`config.mk`:
```
export PLATFORM = sky130hd
export DESIGN_NAME = serial_host_port
export DESIGN_NICKNAME = d
export VERILOG_FILES = /design/src/serial_host_pkg.sv /design/src/serial_host_port.sv
export SDC_FILE = /design/constraint.sdc
export NUM_CORES = 1
export LEC_CHECK = 0
export BUFFER_PORTS_ARGS = -buffer_cell sky130_fd_sc_hd__buf_2
export CORE_ASPECT_RATIO = 0.7
export CORE_MARGIN = 5
export CORE_UTILIZATION = 59
export CTS_CLUSTER_DIAMETER = 30
export DETAILED_ROUTE_END_ITERATION = 7
export GPL_TIMING_DRIVEN = 0
export PLACE_DENSITY = 0.84
export SETUP_SLACK_MARGIN = 0.15
export SYNTH_ARGS = -nofsm -noshare
export SYNTH_HDL_FRONTEND = slang
export SYNTH_SLANG_ARGS = --single-unit
export TNS_END_PERCENT = 100
```
`constraint.sdc`:
```
create_clock -name core_clk -period 3.8 [get_ports core_clk]
set_clock_uncertainty 0.15 [all_clocks]
set_input_delay 0.95 -clock core_clk [delete_from_list [all_inputs] [get_ports core_clk]]
set_output_delay 0.95 -clock core_clk [all_outputs]
set_load 0.01 [all_outputs]
```
`src/serial_host_pkg.sv`:
```
// Constants and types shared by the serial host port
package serial_host_pkg;
   localparam int PAYLOAD_BITS = 8;          // Payload width of one word
   localparam logic [3:0] TAG_BITS_3W = 4'h1; // Leading tag bit count in 3-wire mode
   localparam logic [3:0] WORD_BITS_4W = 4'h8; // Bits per word in 4-wire mode
   localparam logic [3:0] WORD_BITS_3W = 4'h9; // Bits per word in 3-wire mode
   localparam logic MODE_4WIRE = 1'b0;       // Strap low selects 4-wire
   localparam logic MODE_3WIRE = 1'b1;       // Strap high selects 3-wire
   localparam logic TAG_COMMAND = 1'b0;      // Tag value for a command
   localparam logic TAG_DATA = 1'b1;         // Tag value for data
   localparam logic [3:0] BIT_COUNT_RESET = 4'h0; // Bit counter after reset
   localparam logic [7:0] SHIFT_RESET = 8'h00; // Shift register after reset
   localparam logic BUSY_N_RESET = 1'b0;     // Busy shown during reset
   // Receive sequencer states
   typedef enum logic [2:0] {
      ST_IDLE = 3'b001,
      ST_SHIFT = 3'b010,
      ST_READ = 3'b100
   } host_state_t;
endpackage : serial_host_pkg

```
`src/serial_host_port.sv`:
```
// Serial host port: 3/4-wire word receiver, read shifter and busy output
`timescale 1ns/1ps
// Functional notes
// - Strap picks 4-wire low, 3-wire high
// - 4-wire: eight bits in, MSB first
// - Finished byte goes to command or data
// - 3-wire: tag bit then eight bits
// - Tag zero is command, one data
// - Busy output shows internal work
// - Busy held low during soft reset
module serial_host_port import serial_host_pkg::*; #(
   parameter int WORD_WIDTH = PAYLOAD_BITS // Payload width; logic serves 8 only
) (
   input wire logic core_clk,
   input wire logic nrst,
   input wire logic clk_en,
   input wire logic hw_reset_n,
   input wire logic iface_mode_strap,
   input wire logic chip_select_n,
   input wire logic serial_clk,
   input wire logic cmd_data_sel,
   input wire logic serial_data_in,
   output logic serial_data_out,
   output logic serial_data_oe,
   output logic [7:0] rx_byte,
   output logic cmd_valid,
   output logic data_valid,
   input wire logic read_req,
   input wire logic [7:0] read_byte,
   input wire logic core_busy,
   input wire logic soft_reset_active,
   output logic busy_n
);
   // Elaboration guard: shifters and counters below are sized for 8-bit payloads only
   if (WORD_WIDTH != 8) begin : g_width_check
      $error("serial_host_port serves only 8-bit words");
   end

   // Registered state with its next values
   host_state_t state, next_state;          // Sequencer state
   logic mode, next_mode;                   // Captured interface mode
   logic [3:0] bit_count, next_bit_count;   // Bits taken in this word
   logic [7:0] shift, next_shift;           // Incoming shift register
   logic tag, next_tag;                     // Command/data tag of the word
   logic sclk_d, next_sclk_d;               // Previous serial clock level
   logic [7:0] rd_shift, next_rd_shift;     // Outgoing read bits
   logic [7:0] next_rx_byte;
   logic next_cmd_valid, next_data_valid;
   logic next_sdo, next_sdo_oe, next_busy_n;
   logic sclk_rise, sclk_fall;              // Serial clock edges in core time
   logic [3:0] word_bits;                   // Length of a word in current mode
   logic rd_msb;                            // Bit the next serial clock fall drives

   // Serial clock edges found by comparing the pin against its last sampled level
   assign sclk_rise = serial_clk & ~sclk_d;
   assign sclk_fall = ~serial_clk & sclk_d;
   assign word_bits = (mode == MODE_3WIRE) ? WORD_BITS_3W : WORD_BITS_4W;
   assign rd_msb = rd_shift[7];

   // Next-state logic for receive, read and busy
   always_comb begin
      next_state = state;
      next_mode = mode;
      next_bit_count = bit_count;
      next_shift = shift;
      next_tag = tag;
      next_sclk_d = serial_clk;
      next_rd_shift = rd_shift;
      next_rx_byte = rx_byte;
      next_cmd_valid = 1'b0;
      next_data_valid = 1'b0;
      next_sdo = serial_data_out;
      next_sdo_oe = serial_data_oe;
      // Busy is low while soft reset runs or core works
      next_busy_n = ~(core_busy | soft_reset_active);
      if (!hw_reset_n) begin
         // Hardware reset pin idles the sequencer, clears the bit count, releases the line and shows busy
         next_state = ST_IDLE;
         next_bit_count = BIT_COUNT_RESET;
         next_sdo_oe = 1'b0;
         next_busy_n = BUSY_N_RESET;
      end else if (chip_select_n) begin
         // Deselect drops any partial word and releases the line
         next_state = ST_IDLE;
         next_bit_count = BIT_COUNT_RESET;
         next_sdo_oe = 1'b0;
         // Mode is latched only between words, so a strap glitch mid-word is harmless
         next_mode = iface_mode_strap;
      end else begin
         case (state)
            ST_IDLE: begin
               // One settling cycle after select; a rise seen here is not taken
               next_state = ST_SHIFT;
               next_bit_count = BIT_COUNT_RESET;
            end
            ST_SHIFT: begin
               if (sclk_rise) begin
                  // In 3-wire the first bit is the tag, not payload
                  if (mode == MODE_3WIRE && bit_count == BIT_COUNT_RESET) begin
                     next_tag = serial_data_in;
                  end else begin
                     next_shift = {shift[6:0], serial_data_in};
                  end
                  if (mode == MODE_4WIRE && bit_count == BIT_COUNT_RESET) begin
                     next_tag = cmd_data_sel;
                  end
                  // The last bit of the word completes the byte
                  if (bit_count + 4'h1 == word_bits) begin
                     next_bit_count = BIT_COUNT_RESET;
                     next_rx_byte = {shift[6:0], serial_data_in};
                     // Route by tag: zero to decoder, one to memory path
                     next_cmd_valid = (next_tag == TAG_COMMAND);
                     next_data_valid = (next_tag == TAG_DATA);
                     // Read byte is loaded on the edge that finishes the command
                     if (read_req && next_tag == TAG_COMMAND) begin
                        next_state = ST_READ;
                        next_rd_shift = read_byte;
                     end
                  end else begin
                     next_bit_count = bit_count + 4'h1;
                  end
               end
            end
            ST_READ: begin
               // Drive on falling edge so host samples on the rise
               // Deselect, not a bit count, ends a read
               if (sclk_fall) begin
                  next_sdo_oe = 1'b1;
                  next_sdo = rd_msb;
                  next_rd_shift = {rd_shift[6:0], 1'b0};
               end
            end
            default: begin
               next_state = ST_IDLE;
            end
         endcase
      end
   end

   // State registers; clock enable freezes everything
   // Async reset loads constants only, so no path from logic into the reset branch
   always_ff @(posedge core_clk or negedge nrst) begin
      if (!nrst) begin
         state <= ST_IDLE;
         mode <= MODE_4WIRE;
         bit_count <= BIT_COUNT_RESET;
         shift <= SHIFT_RESET;
         tag <= TAG_COMMAND;
         sclk_d <= 1'b0;
         rd_shift <= SHIFT_RESET;
         rx_byte <= SHIFT_RESET;
         cmd_valid <= 1'b0;
         data_valid <= 1'b0;
         serial_data_out <= 1'b0;
         serial_data_oe <= 1'b0;
         busy_n <= BUSY_N_RESET;
      end else if (clk_en) begin
         state <= next_state;
         mode <= next_mode;
         bit_count <= next_bit_count;
         shift <= next_shift;
         tag <= next_tag;
         sclk_d <= next_sclk_d;
         rd_shift <= next_rd_shift;
         rx_byte <= next_rx_byte;
         cmd_valid <= next_cmd_valid;
         data_valid <= next_data_valid;
         serial_data_out <= next_sdo;
         serial_data_oe <= next_sdo_oe;
         busy_n <= next_busy_n;
      end
   end

   // Checks on the design's own outputs and internal state
   a_valid_exclusive: assert property (@(posedge core_clk) disable iff (!nrst)
      !(cmd_valid && data_valid)) else $error("command and data valid together");
   a_soft_reset_busy: assert property (@(posedge core_clk) disable iff (!nrst)
      (clk_en && hw_reset_n && soft_reset_active) |=> !busy_n) else $error("busy high in soft reset");
   a_core_busy: assert property (@(posedge core_clk) disable iff (!nrst)
      (clk_en && core_busy) |=> !busy_n) else $error("busy not shown");
   a_deselect_clears: assert property (@(posedge core_clk) disable iff (!nrst)
      (clk_en && hw_reset_n && chip_select_n) |=> (bit_count == 4'h0 && !serial_data_oe))
      else $error("deselect left word state");
   a_count_bound: assert property (@(posedge core_clk) disable iff (!nrst)
      bit_count < word_bits) else $error("bit counter out of range");
   a_valid_pulse: assert property (@(posedge core_clk) disable iff (!nrst)
      (cmd_valid || data_valid) |=> ((!cmd_valid && !data_valid) || $past(clk_en) == 1'b0))
      else $error("valid longer than one cycle");
   a_valid_at_wrap: assert property (@(posedge core_clk) disable iff (!nrst)
      ($rose(cmd_valid) || $rose(data_valid)) |-> bit_count == 4'h0) else $error("valid without word end");
   a_mode_stable: assert property (@(posedge core_clk) disable iff (!nrst)
      (!chip_select_n && hw_reset_n && state != ST_IDLE) |=> $stable(mode))
      else $error("mode changed mid-word");
   // A hardware reset pulse leaves the port idle, released and busy
   a_hw_reset_idle: assert property (@(posedge core_clk) disable iff (!nrst)
      (clk_en && !hw_reset_n) |=> (state == ST_IDLE && bit_count == 4'h0 && !serial_data_oe && !busy_n))
      else $error("hardware reset left port active");
   // The last bit of a word always delivers the byte one cycle later
   a_word_end_valid: assert property (@(posedge core_clk) disable iff (!nrst)
      (clk_en && hw_reset_n && !chip_select_n && state == ST_SHIFT && sclk_rise
      && bit_count + 4'h1 == word_bits) |=> (cmd_valid || data_valid))
      else $error("finished word not delivered");
   // The leading bit of a 3-wire word becomes the routing tag
   a_tag_capture: assert property (@(posedge core_clk) disable iff (!nrst)
      (clk_en && hw_reset_n && !chip_select_n && state == ST_SHIFT && sclk_rise && mode == MODE_3WIRE
      && bit_count == 4'h0) |=> (tag == $past(serial_data_in))) else $error("tag bit not captured");
   // Each serial clock fall in a read drives the next bit, most significant first
   a_read_drive: assert property (@(posedge core_clk) disable iff (!nrst)
      (clk_en && hw_reset_n && !chip_select_n && state == ST_READ && sclk_fall)
      |=> (serial_data_oe && serial_data_out == $past(rd_msb))) else $error("read bit not driven");
   // Covers for the main scenarios
   c_command: cover property (@(posedge core_clk) disable iff (!nrst) cmd_valid);
   c_data_3wire: cover property (@(posedge core_clk) disable iff (!nrst) data_valid && mode);
   c_read: cover property (@(posedge core_clk) disable iff (!nrst) serial_data_oe);
   c_abort: cover property (@(posedge core_clk) disable iff (!nrst) chip_select_n && state == ST_SHIFT && bit_count != 4'h0);
   c_command_4wire: cover property (@(posedge core_clk) disable iff (!nrst) cmd_valid && !mode);
endmodule : serial_host_port

```
==> flow_summary_export.csv, run 1 <==
group,metric,value,unit
pwr,p_per_area,376,nW/µm²
synth,syn_area,1800,µm²
synth,seq_area_frac_synth,0.528,
grt,grtUsageMet3,0.0527,
sta,worst_hold_slack,345,ps
grt,grt_pass1_wl,6600,µm
routing,vias,1298,
sta,max_slew_margin,0.459,
synth,synth.avg_cell_area,12.5,µm²
clock_network,cts_resized,0,
sta,fin_ws,918,ps
final_layout,fin_cells,220,
routing,drt_iter0_drc,120,
placement,dp_slack,759,ps
synth,synth_adder_area_share,0.0139,
final_layout,drive_gt1_frac,0.435,
final_layout,diodes,0,
synth,synthXorXnorAreaFrac,0.0146,
clock_network,clock_sinks,38,
placement,gp_congestion,0.867,
sta,setup-tns-final,0,ps
grt,grt_busiest_layer,"met2",
floorplan,dieArea,4280,µm²
worst_hold_path,holdPathStages,2,
routing,vias_per_cell,5.90,
final_layout,design.final.nets,205,
synth,synth_edf_count,0,
pwr,power.leakage,1.05,nW
placement,placed_area,2010,µm²
final_layout,final_area,2100,µm²
placement,port_buffers,32,
clock_network,clk_latency,280,ps
routing,wl,3770,µm
clock_network,cts_tree,"yes",
synth,synth_compound_area_frac,0.106,
sta,final-hold-violation-count,0,
synth,synthSimpleGateAreaFrac,0.101,
placement,dpl.hpwl,2880,µm
critical_path,reg2reg_depth,7,
final_layout,syn_to_final_growth,16.6,%
sta,rsz0062_at_grt,"false",
grt,grt_max_degree,39,
critical_path,slowest_stage,"mux2i_1",
clock_network,clockBufferDepth,2,
sta,finalCriticalPeriod,2880,ps
routing,drtPass1Iterations,4,
floorplan,row_count,16,
routing,drc,0,
critical_path,path_max_fanout,8,
synth,synth_top_cells_by_count,"37 x dfrtp_1, 33 x mux2_2, 6 x inv_1",
grt,gr-total-overflow,0,
synth,yosysUniqueCellTypes,34,
sta,period_share,0.759,
critical_path,startpoint_type,"flop",
final_layout,final_util,0.735,
floorplan,die_h,56.3,µm
floorplan,start_util,0.630,
floorplan,coreArea,2860,µm²
routing,wl_per_cell,17.1,µm
grt,gr-usage-met2,0.313,
worst_hold_path,min_path_type,"flop to flop",
critical_path,path_class,"flop to flop",
synth,synthFlopType,"dfrtp_1",
grt,gr-usage-met1,0.258,
critical_path,cp.required,3820,ps
synth,ys_warn_count,0,
synth,syn_nets,166,
clock_network,root_buffer,"clkbuf_8",
synth,synth_top_area_frac,0.513,
grt,antenna_found_initial,0,
pwr,irDropWorstVdd,0.288,mV
synth,yosys-top-cells-area,"dfrtp_1 51%, mux2_2 21%, nor2b_1 1.7%, a32o_1 1.7%, dfstp_2 1.5%",
placement,place_inst,212,
synth,synth_top_area_cell,"dfrtp_1",
clock_network,post_cts_buffers,0,
clock_network,clkTransAtPathRegs,80,ps
synth,async_flop_share,1.00,
clock_network,cts_made_buffers,5,
synth,synth_top_family_by_area,"multiplexers",
synth,synthCells,144,
critical_path,worst_ep_arrival_time,2900,ps
floorplan,boundaryPins,33,
critical_path,crit_path_max_incr_delay,500,ps
critical_path,path_cells,"inv_1 -> ha_1 -> nor3b_1 -> mux2i_1 -> a31oi_1 -> a211oi_4 -> mux2_2",
pwr,p_total,0.790,mW
synth,synth.most_common_cell,"dfrtp_1",
run,cap_violations,0,
outcome,outcome,"finished clean",
grt,grt_pass1_vias,1362,
clock_network,htreeDepth,2,
grt,grt_usage,0.193,
clock_network,ctsHoldBuffers,0,
critical_path,reg2reg_slack,920,ps
floorplan,die_x,76.1,µm
sta,setup_viol,0,
synth,synthMuxAreaShare,0.220,
critical_path,critPathCaptureType,"flop",
sta,max_freq,0.347,GHz
sta,worstMarginPinSlew,812,ps
sta,slew_violations,0,
routing,ant_nets,0,
synth,ys_seq_elements,38,
==> worst paths after layout <==
kind | start | endpoint
worst max-delay path | bit_count[0] | rd_shift[5]
worst min-delay path | tag | tag
worst max register to register | bit_count[0] | rd_shift[5]
worst min register to register | tag | tag
max in group asynchronous | nrst | rx_byte[1]
min in group asynchronous | nrst | shift[4]
==> cells by family after synthesis <==
group	count (synthesis)
flip-flops	38
multiplexers	35
AND/OR/NAND/NOR	32
AO/OA/AOI/OAI	26
buffers and inverters	8
XOR/XNOR	3
adder cells (fa/ha/maj)	2
==> worst max-delay path: cells and delay by family, from the launching register on <==
kind	cells	cell delay, ps
muxes	2	900
DFF	1	440
buffers and inverters	1	110
adders and majority gates	1	150
AOI/OAI and AO/OA	2	650
and+or+nand+nor	1	360
==> sequential cells by signal, summed over array words and instances (netlist names) <==
register,flops
serial_data_out,1
tag,1
serial_data_oe,1
shift,7
busy_n,1
mode,1
rx_byte,8
data_valid,1
sclk_d,1
state,3
bit_count,4
cmd_valid,1
rd_shift,8
==> area by class of cell <==
cell class | instances | area [µm²]
fill | 200 | 758
timing repair buffer | 32 | 160
buffer | 2 | 7.51
inverter | 6 | 22.5
sequential | 38 | 952
tap | 36 | 45.0
clock inverter | 2 | 12.5
multi-input combinational | 98 | 822
clock buffer | 6 | 82.6
==> placed cells by master, fill, tap and decap left out, types with 5 or more instances in the layout <==
master,instances
a21oi_1,5
buf_2,32
clkbuf_8,6
dfrtp_1,37
inv_1,6
mux2_2,33
nand2_1,5
nor2_1,5
nor2b_1,5
==> metal layers <==
layer / part of all wire / vias up
met5: 0 / -
met2: 0.50 / 39
li1: - / 600
met3: 0.055 / 4
met4: 0.0066 / 0
met1: 0.43 / 655
==> power by group <==
part	internal [mW]	switching [mW]	leakage, nW	total, mW
logic	0.0347	0.0400	0.485	0.0746
clock network	0.146	0.140	0.0472	0.286
registers	0.418	0.0119	0.519	0.430
Power figures use the tool's default switching activity.
==> run 2: changes to the inputs <==
--- a/config.mk
+++ b/config.mk
@@ -8,11 +8,11 @@
 export BUFFER_PORTS_ARGS = -buffer_cell sky130_fd_sc_hd__buf_2
 export CORE_ASPECT_RATIO = 0.7
 export CORE_MARGIN = 5
-export CORE_UTILIZATION = 59
+export CORE_UTILIZATION = 49
 export CTS_CLUSTER_DIAMETER = 30
 export DETAILED_ROUTE_END_ITERATION = 7
 export GPL_TIMING_DRIVEN = 0
-export PLACE_DENSITY = 0.84
+export PLACE_DENSITY = 0.74
 export SETUP_SLACK_MARGIN = 0.15
 export SYNTH_ARGS = -nofsm -noshare
 export SYNTH_HDL_FRONTEND = slang
==> constraint.sdc (replaced) <==
create_clock -name core_clk -period 2.5 [get_ports core_clk]
set_clock_uncertainty 0.15 [all_clocks]
set_input_delay 0.625 -clock core_clk [delete_from_list [all_inputs] [get_ports core_clk]]
set_output_delay 0.625 -clock core_clk [all_outputs]
set_load 0.01 [all_outputs]
==> run 2 against run 1 <==
  * Worst setup slack got worse by 800 ps
  * Power rose by 82%
  * Final area rose by 8.9%
  * Hold slack got worse by 75 ps
  * Wire length rose by 0.74%
  * Sequential power rose by 52%
  * Via count barely moved
  * Die area rose by 17%
  * Clock-buffer cell count did not move
  * Critical path type unchanged
  * Critical endpoint is now rd_shift[6]
  * Largest cell class unchanged
  * Global-route usage fell by 2.2 points
  * Sequential share of layout area fell by 3.7 points
==> flow_summary_export.csv, run 2 (same netlist as run 1, synthesis figures left out) <==
group,metric,value,unit
outcome,outcome,"finished clean",
sta,fin_ws,119,ps
sta,final-hold-violation-count,0,
grt,grt_pass1_vias,1342,
placement,place_inst,226,
sta,setup-tns-final,0,ps
grt,gr-usage-met2,0.268,
clock_network,cts_tree,"yes",
final_layout,final_area,2290,µm²
final_layout,fin_cells,241,
sta,worst_hold_slack,270,ps
worst_hold_path,min_path_type,"primary input to async pin",
routing,vias,1297,
grt,gr-total-overflow,0,
final_layout,n_fill_cell,267,
pwr,power.leakage,1.12,nW
clock_network,cts_made_buffers,5,
routing,wl,3800,µm
critical_path,worst_ep_arrival_time,2410,ps
final_layout,final_util,0.648,
placement,dp_slack,-145,ps
sta,max_freq,0.420,GHz
final_layout,mostFrequentLayoutCell,"dfrtp_1",
final_layout,design.final.nets,212,
final_layout,final_cell_mix,"37 x dfrtp_1, 32 x buf_2, 25 x mux2_2",
final_layout,syn_to_final_growth,27.0,%
grt,antenna_found_initial,0,
critical_path,slowest_stage,"dfrtp_1",
clock_network,clk_latency,290,ps
clock_network,clkTransAtPathRegs,80,ps
sta,max_slew_margin,0.453,
critical_path,worst_r2r_endpoint,"rd_shift[6]",
clock_network,root_buffer,"clkbuf_8",
final_layout,diodes,0,
clock_network,clock_sinks,38,
sta,worstMarginPinSlew,820,ps
floorplan,start_util,0.510,
critical_path,rr_startpoint,"bit_count[0]",
critical_path,critPathCaptureType,"flop",
grt,grt_usage,0.170,
pwr,p_total,1.44,mW
grt,gr-usage-met1,0.231,
grt,grt_pass1_wl,6340,µm
critical_path,reg2reg_slack,120,ps
final_layout,drive_gt1_frac,0.487,
routing,drtPass1Iterations,4,
floorplan,die_x,82.5,µm
pwr,irDropWorstVdd,0.397,mV
critical_path,cp.required,2530,ps
sta,setup_viol,0,
pwr,p_per_area,627,nW/µm²
routing,drc,0,
clock_network,htreeDepth,2,
critical_path,path_class,"flop to flop",
routing,wl_per_cell,15.8,µm
placement,dpl.hpwl,2680,µm
critical_path,crit_path_max_incr_delay,430,ps
run,cap_violations,0,
placement,placed_area,2030,µm²
floorplan,coreArea,3540,µm²
sta,slew_violations,0,
sta,finalCriticalPeriod,2380,ps
routing,vias_per_cell,5.38,
sta,period_share,0.952,
sta,rsz0062_at_grt,"true",
grt,grt_max_degree,39,
placement,port_buffers,32,
routing,drt_iter0_drc,112,
clock_network,clockBufferDepth,2,
critical_path,path_cells,"inv_1 -> ha_2 -> nor3b_4 -> mux2i_2 -> a31oi_2 -> a211oi_4 -> buf_12 -> mux2_4",
final_layout,largest_registers,"rd_shift x8, rx_byte x8, shift x7",
floorplan,dieArea,5020,µm²
floorplan,boundaryPins,33,
critical_path,path_max_fanout,8,
floorplan,die_h,60.8,µm
floorplan,row_count,18,
grt,grtUsageMet3,0.0549,
placement,gp_congestion,0.874,
critical_path,startpoint_type,"flop",
routing,ant_nets,0,
critical_path,reg2reg_depth,8,
grt,grt_busiest_layer,"met2",
## run 2: changes by cell type in the layout (fill, tap and decap cells not counted), sizes merged
cell / before / now
buf: 32 / 39
bufinv: 0 / 2
clkinv: 1 / 0
clkinvlp: 1 / 0
## run 2: cell type report
class	instances	area (µm²)	share of cell area
plain buffers	2	7.51	0.00328
clock buffers	6	82.6	0.0360
clock inverters	2	60.1	0.0262
inverters	6	22.5	0.00983
multi-input cells	98	878	0.383
flip-flops and latches	38	952	0.416
well taps	50	62.6	0.0273
repair buffers	39	225	0.0983
## run 2: worst max path at each step
stage	startpoint	endpoint
3_3_place_gp	serial_data_in	rd_shift[7]
4_1_cts	bit_count[0]	rd_shift[6]
3_5_place_dp	bit_count[0]	rd_shift[6]
5_1_grt	bit_count[0]	rd_shift[6]
6_report	bit_count[0]	rd_shift[6]
2_1_floorplan	bit_count[0]	rd_shift[0]
## run 2: metal layers
layer | share of wire | wire (µm)
met1 | 0.48 | 1830
met2 | 0.46 | 1760
met3 | 0.042 | 161
met4 | 0.011 | 40
met5 | 0 | 0
## run 2: worst max-delay path, delay by kind of cell, from the launching register on
kind            cells  cell delay (ps)
fa+ha+maj           1              160
buf+inv             2              260
simple gates        1              250
compound gates      2              410
mux                 2              610
flops               1              430
## run 2: power breakdown
part	internal [mW]	switching, mW	total, mW
combinational	0.0719	0.0630	0.135
sequential	0.635	0.0195	0.655
clock	0.426	0.220	0.646
total	1.13	0.303	1.44
## run 2: timing repair
item                       in CTS  in global routing
gates resized for setup         3                 11
hold buffers                    0                  0
pin swaps                       3                  4
setup endpoints to repair       8                 23
setup buffers                   6                  1
==> run 3: changes to the inputs <==
--- a/config.mk
+++ b/config.mk
@@ -6,13 +6,15 @@
 export NUM_CORES = 1
 export LEC_CHECK = 0
 export BUFFER_PORTS_ARGS = -buffer_cell sky130_fd_sc_hd__buf_2
+export CELL_PAD_IN_SITES_DETAIL_PLACEMENT = 1
+export CELL_PAD_IN_SITES_GLOBAL_PLACEMENT = 2
 export CORE_ASPECT_RATIO = 0.7
 export CORE_MARGIN = 5
-export CORE_UTILIZATION = 49
+export CORE_UTILIZATION = 33
 export CTS_CLUSTER_DIAMETER = 30
 export DETAILED_ROUTE_END_ITERATION = 7
 export GPL_TIMING_DRIVEN = 0
-export PLACE_DENSITY = 0.74
+export PLACE_DENSITY_LB_ADDON = 0.1
 export SETUP_SLACK_MARGIN = 0.15
 export SYNTH_ARGS = -nofsm -noshare
 export SYNTH_HDL_FRONTEND = slang
==> constraint.sdc (replaced) <==
create_clock -name core_clk -period 1.9 [get_ports core_clk]
set_clock_uncertainty 0.15 [all_clocks]
set_input_delay 0.475 -clock core_clk [delete_from_list [all_inputs] [get_ports core_clk]]
set_output_delay 0.475 -clock core_clk [all_outputs]
set_load 0.01 [all_outputs]
==> run 3 against run 2 <==
  * The run now ends with setup timing left
  * Sequential cell count did not move
  * Sequential power increased by 32%
  * Wire length rose by 19%
  * Combinational power increased by 61%
  * Global-route usage down 4.1 points
  * Critical path type unchanged
==> flow_summary_export.csv, run 3 (same netlist as run 1, synthesis figures left out) <==
group,metric,value,unit
outcome,outcome,"complete, but fails checks",
sta,final-hold-violation-count,0,
grt,gr-total-overflow,0,
final_layout,largest_registers,"rd_shift x8, rx_byte x8, shift x7",
clock_network,clockBufferDepth,2,
grt,grt_pass1_vias,1382,
grt,grt_pass1_wl,7270,µm
routing,drtPass1Iterations,4,
clock_network,cts_tree,"yes",
sta,rsz0062_at_grt,"true",
sta,worstMarginPinSlew,847,ps
floorplan,coreArea,5260,µm²
pwr,irDropWorstVdd,0.379,mV
placement,port_buffers,32,
routing,vias_per_cell,4.97,
sta,max_slew_margin,0.435,
placement,dp_slack,-740,ps
sta,worst_hold_slack,144,ps
pwr,p_switching,0.412,mW
sta,period_share,1.21,
floorplan,row_count,22,
pwr,swShare,0.249,
floorplan,die_h,71.9,µm
sta,finalCriticalPeriod,2310,ps
final_layout,mostFrequentLayoutCell,"dfrtp_1",
clock_network,htreeDepth,2,
sta,setup-tns-final,-5550,ps
grt,grt_usage,0.129,
pwr,p_per_area,663,nW/µm²
pwr,p_comb_frac,0.131,
pwr,p_int,1.24,mW
final_layout,diodes,0,
clock_network,clkTransAtPathRegs,80,ps
critical_path,critPathCaptureType,"flop",
worst_hold_path,min_path_type,"primary input to async pin",
floorplan,die_x,98.4,µm
clock_network,clock_sinks,38,
grt,antenna_found_initial,0,
routing,ant_nets,0,
routing,drt_iter0_drc,55,
critical_path,cp.required,1920,ps
placement,gp_congestion,0.841,
final_layout,final_cell_mix,"35 x dfrtp_1, 32 x buf_2, 18 x mux2_2",
placement,dpl.hpwl,3000,µm
pwr,power.leakage,1.20,nW
critical_path,startpoint_type,"flop",
floorplan,dieArea,7070,µm²
final_layout,drive_gt1_frac,0.590,
critical_path,path_class,"flop to flop",
routing,drc,0,
floorplan,start_util,0.343,
clock_network,clk_latency,280,ps
routing,wl_per_cell,16.6,µm
pwr,p_clk_frac,0.345,
sta,max_freq,0.434,GHz
clock_network,ctsHoldBuffers,0,
final_layout,design.final.nets,221,
sta,slew_violations,0,
sta,fin_ws,-406,ps
run,cap_violations,0,
routing,wl,4510,µm
critical_path,path_max_fanout,8,
routing,vias,1351,
grt,grt_max_degree,39,
clock_network,cts_made_buffers,5,
outcome,violations,"setup timing",
critical_path,worst_ep_arrival_time,2320,ps
floorplan,boundaryPins,33,
clock_network,root_buffer,"clkbuf_8",
final_layout,syn_to_final_growth,38.4,%
sta,setup_viol,20,
pwr,seq_power_share,0.524,
run 3: worst max-delay path: stages (launching register included):
cell      delay (ps)
dfrtp_1          430
inv_2             90
ha_4             120
nor3b_4          260
mux2i_4          350
a31oi_4          130
a211oi_4         210
buf_12           170
mux2_4           300
run 3: timing repair:
action / 4_1_cts / 5_1_grt
buffers inserted: 10 / 5
pin swaps: 10 / 6
setup endpoints to repair: 33 / 34
cloned: 0 / 1
resized for setup: 32 / 12
run 3: layer usage:
metal  track usage  share of wire  routed length (µm)  vias to the layer above
met5             0              0                   0                        -
met3        0.0379          0.043                 196                        0
met1         0.176           0.46                2090                      693
li1              -              -                   -                      632
met4        0.0182              0                   0                        0
met2         0.210           0.49                2230                       26
run 3: final timing paths:
| check | from | to | cells past startpoint | slack (ps) |
|---|---|---|---|---|
| min in group core_clk | core_busy | busy_n | 2 | 230 |
| max in group asynchronous | nrst | state[2] | 1 | 870 |
| setup / recovery | bit_count[0] | rd_shift[5] | 8 | -410 |
| hold / removal | nrst | bit_count[2] | 1 | 140 |
| hold reg to reg | rx_byte[2] | rx_byte[2] | 1 | 360 |
| setup reg to reg | bit_count[0] | rd_shift[5] | 8 | -410 |
run 3: metrics by stage:
stage               instances  area, µm²  total power [mW]  utilization
floorplan                 144       1830             0.961            -
global placement          248       2080              1.02        0.395
global route              272       2500              1.75        0.475
detailed placement        248       2080              1.03        0.395
finish                    272       2500              1.65        0.475
CTS                       266       2410              1.65        0.458
run 3: power groups by stage:
stage	Clock [mW]	Sequential, mW	Combinational (mW)
2_1_floorplan	0	0.870	0.0910
3_3_place_gp	0	0.874	0.150
3_5_place_dp	0	0.877	0.154
4_1_cts	0.596	0.865	0.192
5_1_grt	0.637	0.873	0.237
6_report	0.570	0.867	0.217
run 3: cell type report:
| type | instances | area [µm²] |
|---|---|---|
| flip-flops and latches | 38 | 955 |
| multi-input cells | 99 | 1020 |
| inverters | 6 | 22.5 |
| well taps | 72 | 90.1 |
| clock buffers | 6 | 82.6 |
| plain buffers | 2 | 8.76 |
| clock inverters | 2 | 12.5 |
| repair buffers | 47 | 305 |
| fillers | 559 | 2760 |
